==> config.mk <==
export PLATFORM = sky130hd
export DESIGN_NAME = lbc_cycle_claim
export DESIGN_NICKNAME = d
export VERILOG_FILES = /design/src/lbc_pkg.sv /design/src/lbc_cycle_claim.sv
export SDC_FILE = /design/constraint.sdc
export NUM_CORES = 1
export LEC_CHECK = 0
export BUFFER_PORTS_ARGS = -buffer_cell sky130_fd_sc_hd__buf_2
export CORE_MARGIN = 2
export CORE_UTILIZATION = 53
export CTS_CLUSTER_DIAMETER = 100
export DETAILED_ROUTE_END_ITERATION = 7
export PLACE_DENSITY = 0.89
export SYNTH_ARGS = -nofsm -noshare
export SYNTH_HDL_FRONTEND = slang
export SYNTH_SLANG_ARGS = --single-unit
==> constraint.sdc <==
create_clock -name i_core_clk -period 2.1 [get_ports i_core_clk]
set_input_delay 0.105 -clock i_core_clk [delete_from_list [all_inputs] [get_ports i_core_clk]]
set_output_delay 0.105 -clock i_core_clk [all_outputs]
set_load 0.01 [all_outputs]
==> src/lbc_pkg.sv <==
package lbc_pkg;
  localparam int unsigned ADDR_W      = 32;
  localparam int unsigned NUM_HOLES   = 2;
  localparam int unsigned CLAIM_WIN   = 2;
  localparam int unsigned ISA_CYCLES  = 6;
  localparam logic [2:0]  CNT_W3      = 3'h0;
  localparam logic        SPACE_IO    = 1'b1;
  localparam logic        SPACE_MEM   = 1'b0;

  typedef enum logic [2:0] {
    LBC_IDLE  = 3'b000,
    LBC_CLAIM = 3'b001,
    LBC_LOCAL = 3'b010,
    LBC_ISA   = 3'b011,
    LBC_DONE  = 3'b100
  } lbc_state_t;
endpackage : lbc_pkg

==> src/lbc_cycle_claim.sv <==
`timescale 1ns/1ns
// Operation
// - With no local claim, this block answers the processor cycle and ends it.
// - Claiming devices pull local_claim_n low; it is sampled during the claim window.
// - Two programmable decode holes, each selecting the I/O or the memory space.
// - A processor cycle address inside an enabled hole is ignored entirely by this block; DMA cycles are never checked against the holes.
// - During DMA this block drives local address and control like the processor.
// - DMA cycle information goes to local bus and backplane; the backplane cycle starts one clock after the local bus drive.
// - An unclaimed DMA cycle is completed with backplane timing.
module lbc_cycle_claim
  import lbc_pkg::*;
#(
  parameter int unsigned CLAIM_CYCLES = lbc_pkg::CLAIM_WIN,
  parameter int unsigned ISA_LEN      = lbc_pkg::ISA_CYCLES
) (
  // Clock and reset.
  input  wire logic                      i_core_clk,
  input  wire logic                      i_nrst,
  // Processor cycle request.
  input  wire logic                      i_cyc_start,
  input  wire logic                      i_cyc_io,
  input  wire logic [lbc_pkg::ADDR_W-1:0] i_cyc_addr,
  input  wire logic                      i_local_claim_n,
  // DMA request.
  input  wire logic                      i_dma_start,
  input  wire logic                      i_dma_io,
  input  wire logic [lbc_pkg::ADDR_W-1:0] i_dma_addr,
  // Decode hole setup, one bit or word per hole.
  input  wire logic [lbc_pkg::NUM_HOLES-1:0]               i_hole_en,
  input  wire logic [lbc_pkg::NUM_HOLES-1:0]               i_hole_io,
  input  wire logic [lbc_pkg::NUM_HOLES*lbc_pkg::ADDR_W-1:0] i_hole_base,
  input  wire logic [lbc_pkg::NUM_HOLES*lbc_pkg::ADDR_W-1:0] i_hole_size,
  // Local bus drive during DMA.
  output logic                           o_lb_drive,
  output logic [lbc_pkg::ADDR_W-1:0]     o_lb_addr,
  output logic                           o_lb_io,
  // Backplane cycle.
  output logic                           o_isa_cyc,
  output logic [lbc_pkg::ADDR_W-1:0]     o_isa_addr,
  // Cycle termination and status.
  output logic                           o_ready,
  output logic                           o_busy
);
  import lbc_pkg::*;

  logic       rst_s1;
  logic       rst_n;
  logic       claim_s1;
  logic       claim_s2;

  always_ff @(posedge i_core_clk or negedge i_nrst) begin
    if (!i_nrst) begin
      rst_s1 <= 1'b0;
      rst_n  <= 1'b0;
    end else begin
      rst_s1 <= 1'b1;
      rst_n  <= rst_s1;
    end
  end

  // The claim pin is asynchronous to us, so only the second stage is looked at.
  always_ff @(posedge i_core_clk or negedge rst_n) begin
    if (!rst_n) begin
      claim_s1 <= 1'b1;
      claim_s2 <= 1'b1;
    end else begin
      claim_s1 <= i_local_claim_n;
      claim_s2 <= claim_s1;
    end
  end

  function automatic logic hole_hit(input logic io, input logic [ADDR_W-1:0] addr);
    logic hit;
    logic [ADDR_W-1:0] b;
    logic [ADDR_W-1:0] s;
    hit = 1'b0;
    for (int i = 0; i < NUM_HOLES; i++) begin
      b = i_hole_base[i*ADDR_W +: ADDR_W];
      s = i_hole_size[i*ADDR_W +: ADDR_W];
      if (i_hole_en[i] && (i_hole_io[i] == io) && (addr >= b) && ((addr - b) < s)) begin
        hit = 1'b1;
      end
    end
    return hit;
  endfunction : hole_hit

  lbc_state_t              state;
  lbc_state_t              next_state;
  logic [7:0]              cnt;
  logic [7:0]              next_cnt;
  logic                    dma;
  logic                    next_dma;
  logic [ADDR_W-1:0]       addr;
  logic [ADDR_W-1:0]       next_addr;
  logic                    io;
  logic                    next_io;
  logic                    next_ready;
  logic                    next_isa;

  localparam logic [7:0] CLAIM_LAST = 8'(CLAIM_CYCLES - 1);
  localparam logic [7:0] ISA_LAST   = 8'(ISA_LEN - 1);

  always_comb begin
    next_state = state;
    next_cnt   = cnt;
    next_dma   = dma;
    next_addr  = addr;
    next_io    = io;
    next_ready = 1'b0;
    next_isa   = 1'b0;
    case (state)
      LBC_IDLE: begin
        next_cnt = 8'h00;
        if (i_dma_start) begin
          next_dma   = 1'b1;
          next_addr  = i_dma_addr;
          next_io    = i_dma_io;
          next_state = LBC_CLAIM;
        end else if (i_cyc_start && !hole_hit(i_cyc_io, i_cyc_addr)) begin
          next_dma   = 1'b0;
          next_addr  = i_cyc_addr;
          next_io    = i_cyc_io;
          next_state = LBC_CLAIM;
        end
      end
      LBC_CLAIM: begin
        // The pin passes two flops, so a claim must stand at the edge that takes the cycle.
        // A wider window would admit slower claimers at the cost of backplane latency.
        next_isa = dma;
        if (!claim_s2) begin
          next_state = LBC_LOCAL;
        end else if (cnt == CLAIM_LAST) begin
          next_cnt   = 8'h00;
          next_isa   = 1'b1;
          next_state = LBC_ISA;
        end else begin
          next_cnt = cnt + 8'h01;
        end
      end
      LBC_LOCAL: begin
        // The claiming device ends its own cycle; wait for it to release.
        next_isa = dma;
        if (claim_s2) begin
          next_state = LBC_IDLE;
          next_dma   = 1'b0;
        end
      end
      LBC_ISA: begin
        next_isa = 1'b1;
        if (cnt == ISA_LAST) begin
          next_isa   = 1'b0;
          next_ready = 1'b1;
          next_state = LBC_DONE;
        end else begin
          next_cnt = cnt + 8'h01;
        end
      end
      LBC_DONE: begin
        next_dma   = 1'b0;
        next_state = LBC_IDLE;
      end
      default: next_state = LBC_IDLE;
    endcase
  end

  always_ff @(posedge i_core_clk or negedge rst_n) begin
    if (!rst_n) begin
      state      <= LBC_IDLE;
      cnt        <= 8'h00;
      dma        <= 1'b0;
      addr       <= '0;
      io         <= 1'b0;
      o_ready    <= 1'b0;
      o_isa_cyc  <= 1'b0;
      o_lb_drive <= 1'b0;
      o_lb_addr  <= '0;
      o_lb_io    <= 1'b0;
      o_isa_addr <= '0;
      o_busy     <= 1'b0;
    end else begin
      state      <= next_state;
      cnt        <= next_cnt;
      dma        <= next_dma;
      addr       <= next_addr;
      io         <= next_io;
      o_ready    <= next_ready;
      o_isa_cyc  <= next_isa;
      o_lb_drive <= next_dma && (next_state != LBC_IDLE);
      o_lb_addr  <= next_addr;
      o_lb_io    <= next_io;
      o_isa_addr <= next_addr;
      o_busy     <= (next_state != LBC_IDLE);
    end
  end

  hole_ignore_a: assert property (@(posedge i_core_clk) disable iff (!rst_n)
    (state == LBC_IDLE && i_cyc_start && !i_dma_start && hole_hit(i_cyc_io, i_cyc_addr))
      |=> (state == LBC_IDLE))
    else $error("Cycle in a decode hole was taken.");
  default_term_a: assert property (@(posedge i_core_clk) disable iff (!rst_n)
    (state == LBC_ISA && !dma) |-> ##[1:64] o_ready)
    else $error("Unclaimed cycle was not terminated.");
  claim_backoff_a: assert property (@(posedge i_core_clk) disable iff (!rst_n)
    (state == LBC_CLAIM && !claim_s2) |=> (state == LBC_LOCAL))
    else $error("Claimed cycle was not left to the claimer.");
  local_noready_a: assert property (@(posedge i_core_clk) disable iff (!rst_n)
    (state == LBC_LOCAL) |=> !o_ready)
    else $error("Ready driven on a claimed cycle.");
  dma_drive_a: assert property (@(posedge i_core_clk) disable iff (!rst_n)
    (dma && state == LBC_CLAIM) |-> o_lb_drive)
    else $error("Local bus not driven during DMA.");
  dma_both_a: assert property (@(posedge i_core_clk) disable iff (!rst_n)
    (dma && state == LBC_CLAIM && $past(state) == LBC_CLAIM) |-> (o_isa_cyc && o_isa_addr == o_lb_addr))
    else $error("DMA cycle not on both buses.");
  dma_isa_a: assert property (@(posedge i_core_clk) disable iff (!rst_n)
    (dma && state == LBC_CLAIM && claim_s2 && cnt == CLAIM_LAST) |=> (state == LBC_ISA))
    else $error("Unclaimed DMA cycle not sent to backplane.");
  hole_range_a: assert property (@(posedge i_core_clk) disable iff (!rst_n)
    (i_hole_en == 2'h0) |-> !hole_hit(i_cyc_io, i_cyc_addr))
    else $error("Disabled hole matched.");
endmodule : lbc_cycle_claim

Word level (Yosys, flattened, before mapping)
Index checks and enable logic that the tools add are counted.
- add/sub/neg operators: 3
- multiply operators: 0
- divide/modulo/power cells: 0
- order comparisons: 4
- equality and inequality tests: 10
- shift-type cells: 0
- mux-type cells: 29
- bitwise gates (word level): 0
- reduce and logical (&&, ||, !) cells: 15
- operators by type and width (operator ; number):
    $ge A32 B32 Y1 ; 2
    $lt A32 B32 Y1 ; 2
    $mux W32 ; 2
    $sub A32 B32 Y32 ; 2
    $mux W8 ; 3
    $pmux W8 S3 ; 1
    $mux W3 ; 6
    $mux W1 ; 14
    $pmux W3 S4 ; 1
    $add A8 B1 Y8 const B ; 1
    $eq A8 B1 Y1 const B ; 1
    $eq A8 B3 Y1 const B ; 1
    $logic_and A1 B1 Y1 ; 8
    $eq A3 B2 Y1 const B ; 2
    $pmux W1 S3 ; 2
    $reduce_bool A3 Y1 ; 2
    $ne A2 B2 Y1 const B ; 2
    $eq A3 B1 Y1 const B ; 1
    $eq A3 B3 Y1 const B ; 1
    $logic_not A3 Y1 ; 1
    $reduce_and A3 Y1 ; 1
    $eq A1 B1 Y1 ; 2
    $reduce_and A2 Y1 ; 1
    $reduce_bool A2 Y1 ; 1
    $logic_not A1 Y1 ; 1
- bits in registers: 53
- latch bits: 0
- RAM bits: 0
- memory bits (read-only): 0
- word-level logic and storage cells: 74
- memories: 0

Longest topological paths before layout
- word-level depth: 15
- gate-level depth with buffers: 25
- depth with buffers taken out: 22

Least setup slack after synthesis
No wires, ideal clock.
- path type: input to register
- start: input port i_cyc_addr[0] (netlist name)
- end: register o_busy
- data arrival time: 4334 ps
- required time: 2001 ps
- path slack: -2334 ps
- cell stages on the path: 20
- path through: inv_1 ha_1 fa_1 nand2b_1 a211oi_1 nor3_1 o21bai_1 nand2_1 a31oi_1 a311oi_1 o21bai_1 xor2_1 ha_1 nand4_1 or4_1 o311ai_1 and2_4 buf_6 nor4_1 a311oi_1
- cells in the longest elaborated chain, start to end: 13
- elaborated cells between the ends (all ways): 20
- classes of those cells: add/sub (2); order compare (4); mux (7); reduce/logical (7)
- RTL lines (element ; RTL line ; RTL):
    start: declaration ; lbc_cycle_claim.sv:22 ; input wire logic [lbc_pkg::ADDR_W-1:0] i_cyc_addr,
    $sub A32 B32 Y32 / $ge A32 B32 Y1 (equally long branches) ; lbc_cycle_claim.sv:80 ; if (i_hole_en[i] && (i_hole_io[i] == io) && (addr >= b) && ((addr - b) < s)) begin
    $lt A32 B32 Y1 / $logic_and A1 B1 Y1 (equally long branches) ; lbc_cycle_claim.sv:80 ;
    $logic_and A1 B1 Y1 ; lbc_cycle_claim.sv:80 ;
    $mux W1 ; lbc_cycle_claim.sv:80 ;
    $mux W1 (*) ; lbc_cycle_claim.sv:80 ;
    $mux W1 (*) ; lbc_cycle_claim.sv:114 ; if (i_dma_start) begin
    $mux W1 (*) ; lbc_cycle_claim.sv:111 ; case (state)
    $logic_not A1 Y1 (*) ; lbc_cycle_claim.sv:119 ; end else if (i_cyc_start && !hole_hit(i_cyc_io, i_cyc_addr)) begin
    $logic_and A1 B1 Y1 (*) ; lbc_cycle_claim.sv:119 ;
    $mux W3 (*) ; lbc_cycle_claim.sv:119 ;
    $mux W3 (*) ; lbc_cycle_claim.sv:114 ;
    $pmux W3 S4 (*) ; lbc_cycle_claim.sv:111 ;
    $reduce_bool A3 Y1 (*) ; lbc_cycle_claim.sv:192 ; o_busy <= (next_state != LBC_IDLE);
    end signal: assignment ; lbc_cycle_claim.sv:192 ;
    end: declaration ; lbc_cycle_claim.sv:42 ; output logic o_busy
Mark *: on every way between the ends. The rest lies on a longest branch, timed or not. The select of a mux whose other input is x is not followed.
A chain may end at the register's enable or synchronous reset.

Worst setup path in the final report
- start: input port i_cyc_addr[0] (netlist name)
- end: register dma
- cells in the longest elaborated chain, start to end: 12
- elaborated cells between the ends (all ways): 19
- classes of those cells: add/sub (2); order compare (4); mux (7); reduce/logical (6)
- RTL lines (element ; RTL line ; RTL):
    $sub A32 B32 Y32 / $ge A32 B32 Y1 (equally long branches) ; lbc_cycle_claim.sv:80 ;
    $lt A32 B32 Y1 / $logic_and A1 B1 Y1 (equally long branches) ; lbc_cycle_claim.sv:80 ;
    $logic_and A1 B1 Y1 ; lbc_cycle_claim.sv:80 ;
    $mux W1 ; lbc_cycle_claim.sv:80 ;
    $mux W1 (*) ; lbc_cycle_claim.sv:80 ;
    $mux W1 (*) ; lbc_cycle_claim.sv:114 ;
    $mux W1 (*) ; lbc_cycle_claim.sv:111 ;
    $logic_not A1 Y1 (*) ; lbc_cycle_claim.sv:119 ;
    $logic_and A1 B1 Y1 (*) ; lbc_cycle_claim.sv:119 ;
    $mux W1 (*) ; lbc_cycle_claim.sv:119 ;
    $mux W1 (*) ; lbc_cycle_claim.sv:114 ;
    $pmux W1 S3 (*) ; lbc_cycle_claim.sv:111 ;
    net next_dma ; lbc_cycle_claim.sv:92 ; logic next_dma;
    end signal: assignment ; lbc_cycle_claim.sv:183 ; dma <= next_dma;
    end: declaration ; lbc_cycle_claim.sv:91 ; logic dma;
Mark *: on every way through the listed nets, which the timed path passes. The rest lies on a longest branch. The select of a mux whose other input is x is not followed.

==> impl_metrics.ini <==
[die]
num_rows = 46
core_area_um2 = 15700
die_h_um = 130
ios = 272
initial_utilization_pct = 53.7
die_w_um = 130
die_area_um2 = 16900

[power]
switching_share_pct = 46.6
pwr-share-clk_pct = 9.5
combPwrFrac_pct = 68.9
p_per_area_nw_per_um2 = 733
peakVddDrop_v = 0.000678
power.leakage_nw = 6.58
sequentialPowerShare_pct = 21.6
net-switching-power_w = 0.00418
intPower_w = 0.00479

[logic_synthesis]
yosys.area.top_type_share_pct = 19.0
syn_inst = 1138
yosys-top-cells-count = 140 x inv_1, 128 x ha_1, 118 x nand2_1, 106 x a21oi_1, 67 x nor2_1
synth_area_leaders = ha_1 19%, dfrtp_1 15%, a21oi_1 6.3%, inv_1 6.2%, nand2_1 5.3%
synth_most_common_cell = inv_1
syn_area_um2 = 8430
ys_seq_area_share_pct = 15.8
postSynthAreaPerCell_um2 = 7.41
ys_seq_elements = 53
yosysUniqueCellTypes = 71
yosys.area.top_type = ha_1
synth_edf_count = 0
async_flop_share_pct = 100
yosys_warnings = 0
ys.flop_type = dfrtp_1
syn-num-nets = 1471

[grt]
grt_max_degree = 38
overflow = 0
grt_pass1_vias = 9824
grt_first_pass_wirelength_um = 45500
antenna_found_initial = 0
track_usage_pct = 33.5

[setup_path]
cp.arrival_ps = 4420
cp_max_fo = 7
path_common_cell = buf_4
r2r_end = cnt[5]
reg2regPathDepth = 11
cp_slowest_cell = and2_4
worst_setup_path_end_kind = flop
worstSetupPathType = in -> reg
r2r_start = cnt[1]
ff2ff_setup_slack_ps = -170
start_kind = primary input
worstPathCellList = buf_8 -> inv_12 -> ha_4 -> fa_2 -> nand2b_4 -> a211oi_4 -> o31ai_4 -> o211ai_1 -> buf_4 -> a31oi_4 -> o31ai_4 -> a31oi_1 -> xnor2_1 -> ha_1 -> nand4_1 -> nor3_2 -> buf_4 -> a41o_1 -> a22o_1 -> and2_4 -> buf_6 -> buf_4 -> a41oi_2
path_delay_family = compound AO/OA/AOI/OAI gates
cpPeakStageDelay_ps = 350
crit_buf_inv = 6
cp.required_ps = 2260

[cells_and_area]
nets = 1931
multi_input_area_um2 = 6570
num_antenna_cells = 0
final_util_pct = 77.9
final_area_um2 = 12200
largest_register_ff_count = 32
syn2layout_area_growth_pct = 45.2
top_regs = addr: 32 flops, cnt: 8 flops, state: 3 flops
fillCellCount = 1056
drive_above_1_share_pct = 39.8
regMostFlops = addr
seq_area_um2 = 1330

[clock_tree]
numCtsBuffers = 5
path_clk_slew_ps = 70
cts_tree = done
root_buffer = clkbuf_16
cts_buffer_depth = 2
htree_levels = 2
cts_sinks = 53
insertion_delay_ps = 310

[timing]
tightestPinTransition_ps = 753
fmax_mhz = 235
rsz0062_at_grt = true
drv_slew = 0
whs_ps = 22.2
hold_viol_final = 0
finalCritPeriodShare_pct = 203
maxSlewHeadroom_pct = 49.8
min_period_ps = 4250
setup_viol = 43
finalWorstSetupSlack_ps = -2150
finClkSkew_ps = 8.63

[place]
gp_congestion = 1.01
dpl_cell_area_um2 = 11600
io_buffers = 271
dp_hpwl_um = 24100
dp_slack_ps = -2390

[detailed_routing]
finalWirelength_um = 30900
vias_per_cell = 5.82
ant_nets = 0
wl_per_cell_um = 17.0
wl_met2_um = 14900
top_layer_used = met4
met3_length_um = 2220
met1_length_um = 11700
first_pass_iters = 5
drc_errors = 0
vias = 10566
drt_iter0_drc = 757

[status]
violations = negative setup slack
status = finished with violations

[hold_path]
hp-class = in -> reg
whs_path_depth = 3
min_to = addr[27]
hp-start = i_dma_addr[27]

[flow_run]
maxCapViolations = 0
==> layout make-up <==
type / count / share of cell area (%)
Multi-Input combinational cell: 873 / 53.6
Timing Repair Buffer: 524 / 27.7
Sequential cell: 53 / 10.9
Inverter: 141 / 4.42
Tap cell: 216 / 2.21
Clock buffer: 5 / 1.02
Clock inverter: 3 / 0.174
==> through the flow <==
| step | cells | TNS (ps) | total power (W) |
|---|---|---|---|
| floorplan | 1138 | -69360 | 0.00562 |
| global placement | 1790 | -80810 | 0.00728 |
| detailed placement | 1790 | -85300 | 0.00753 |
| CTS | 1811 | -73240 | 0.00867 |
| global route | 1815 | -83110 | 0.00961 |
| finish | 1815 | -76250 | 0.00897 |
==> kinds of logic after synthesis <==
kind of cell | Yosys count | share of synthesized area [%]
simple gates | 333 | 19.5
xor+xnor | 59 | 6.13
buf+inv | 212 | 11.3
flops | 53 | 15.8
fa+ha+maj | 130 | 19.5
other cells | 1 | 0.0445
compound gates | 350 | 27.7
==> tightest hold or removal path: cells and delay by family <==
family,cells,cell delay [ps]
simple gates,1,60
compound gates,1,50
buf+inv,1,80
==> power groups by stage <==
stage / logic (W) / clock network [W] / registers, W
after CTS: 0.00591 / 0.000859 / 0.00191
after global placement: 0.00539 / 0 / 0.00189
after detailed placement: 0.00561 / 0 / 0.00192
after floorplan: 0.00364 / 0 / 0.00198
final: 0.00618 / 0.000853 / 0.00194
after global routing: 0.00672 / 0.000899 / 0.00199
==> timing repair <==
| action | 4_1_cts | 5_1_grt |
|---|---|---|
| pin swaps | 30 | 28 |
| cloned | 3 | 0 |
| hold endpoints to repair | 3 | 0 |
| setup buffers | 8 | 4 |
| setup endpoints to repair | 45 | 45 |
| resized for setup | 37 | 39 |
| hold buffers | 2 | 0 |
==> per-layer routing <==
metal / vias to the layer above / track usage [%]
li1: 4914 / -
met1: 4874 / 39.6
met2: 611 / 58.8
met3: 167 / 4.22
met4: 0 / 19.0
met5: - / 0
==> cell usage in the layout, fill, tap and decap left out, types with 4 or more instances in the layout <==
cell and instances:
nor2_1 62, inv_1 137, or3_1 4, dfrtp_1 50, o21ai_0 35, buf_6 6, o31ai_1 4, and4_1 6
buf_4 240, o21a_1 13, o21bai_1 6, a21oi_1 97, nor3b_1 32, and3_1 8, a22oi_1 35, a31oi_1 4
a211o_1 4, nand3_1 20, nand4_1 15, xnor2_1 36, clkbuf_16 5, nand2b_1 7, a21o_1 33, buf_2 269
o21ai_1 11, nor3_1 20, o21ai_2 4, a21oi_2 37, nor2b_1 11, a211oi_1 14, nand2_1 116, nor2_2 4
xor2_1 22, ha_1 124
==> worst max path at each step <==
stage                       start       end  depth (start not counted)
detailed placement  i_cyc_addr[0]  addr[17]                         24
global placement    i_cyc_addr[0]  addr[23]                         24
CTS                 i_cyc_addr[0]  state[0]                         23
floorplan           i_cyc_addr[0]   addr[0]                         24
finish              i_cyc_addr[0]       dma                         23
global route        i_cyc_addr[0]  addr[10]                         24
No activity file was read; power rests on OpenSTA's default activity.
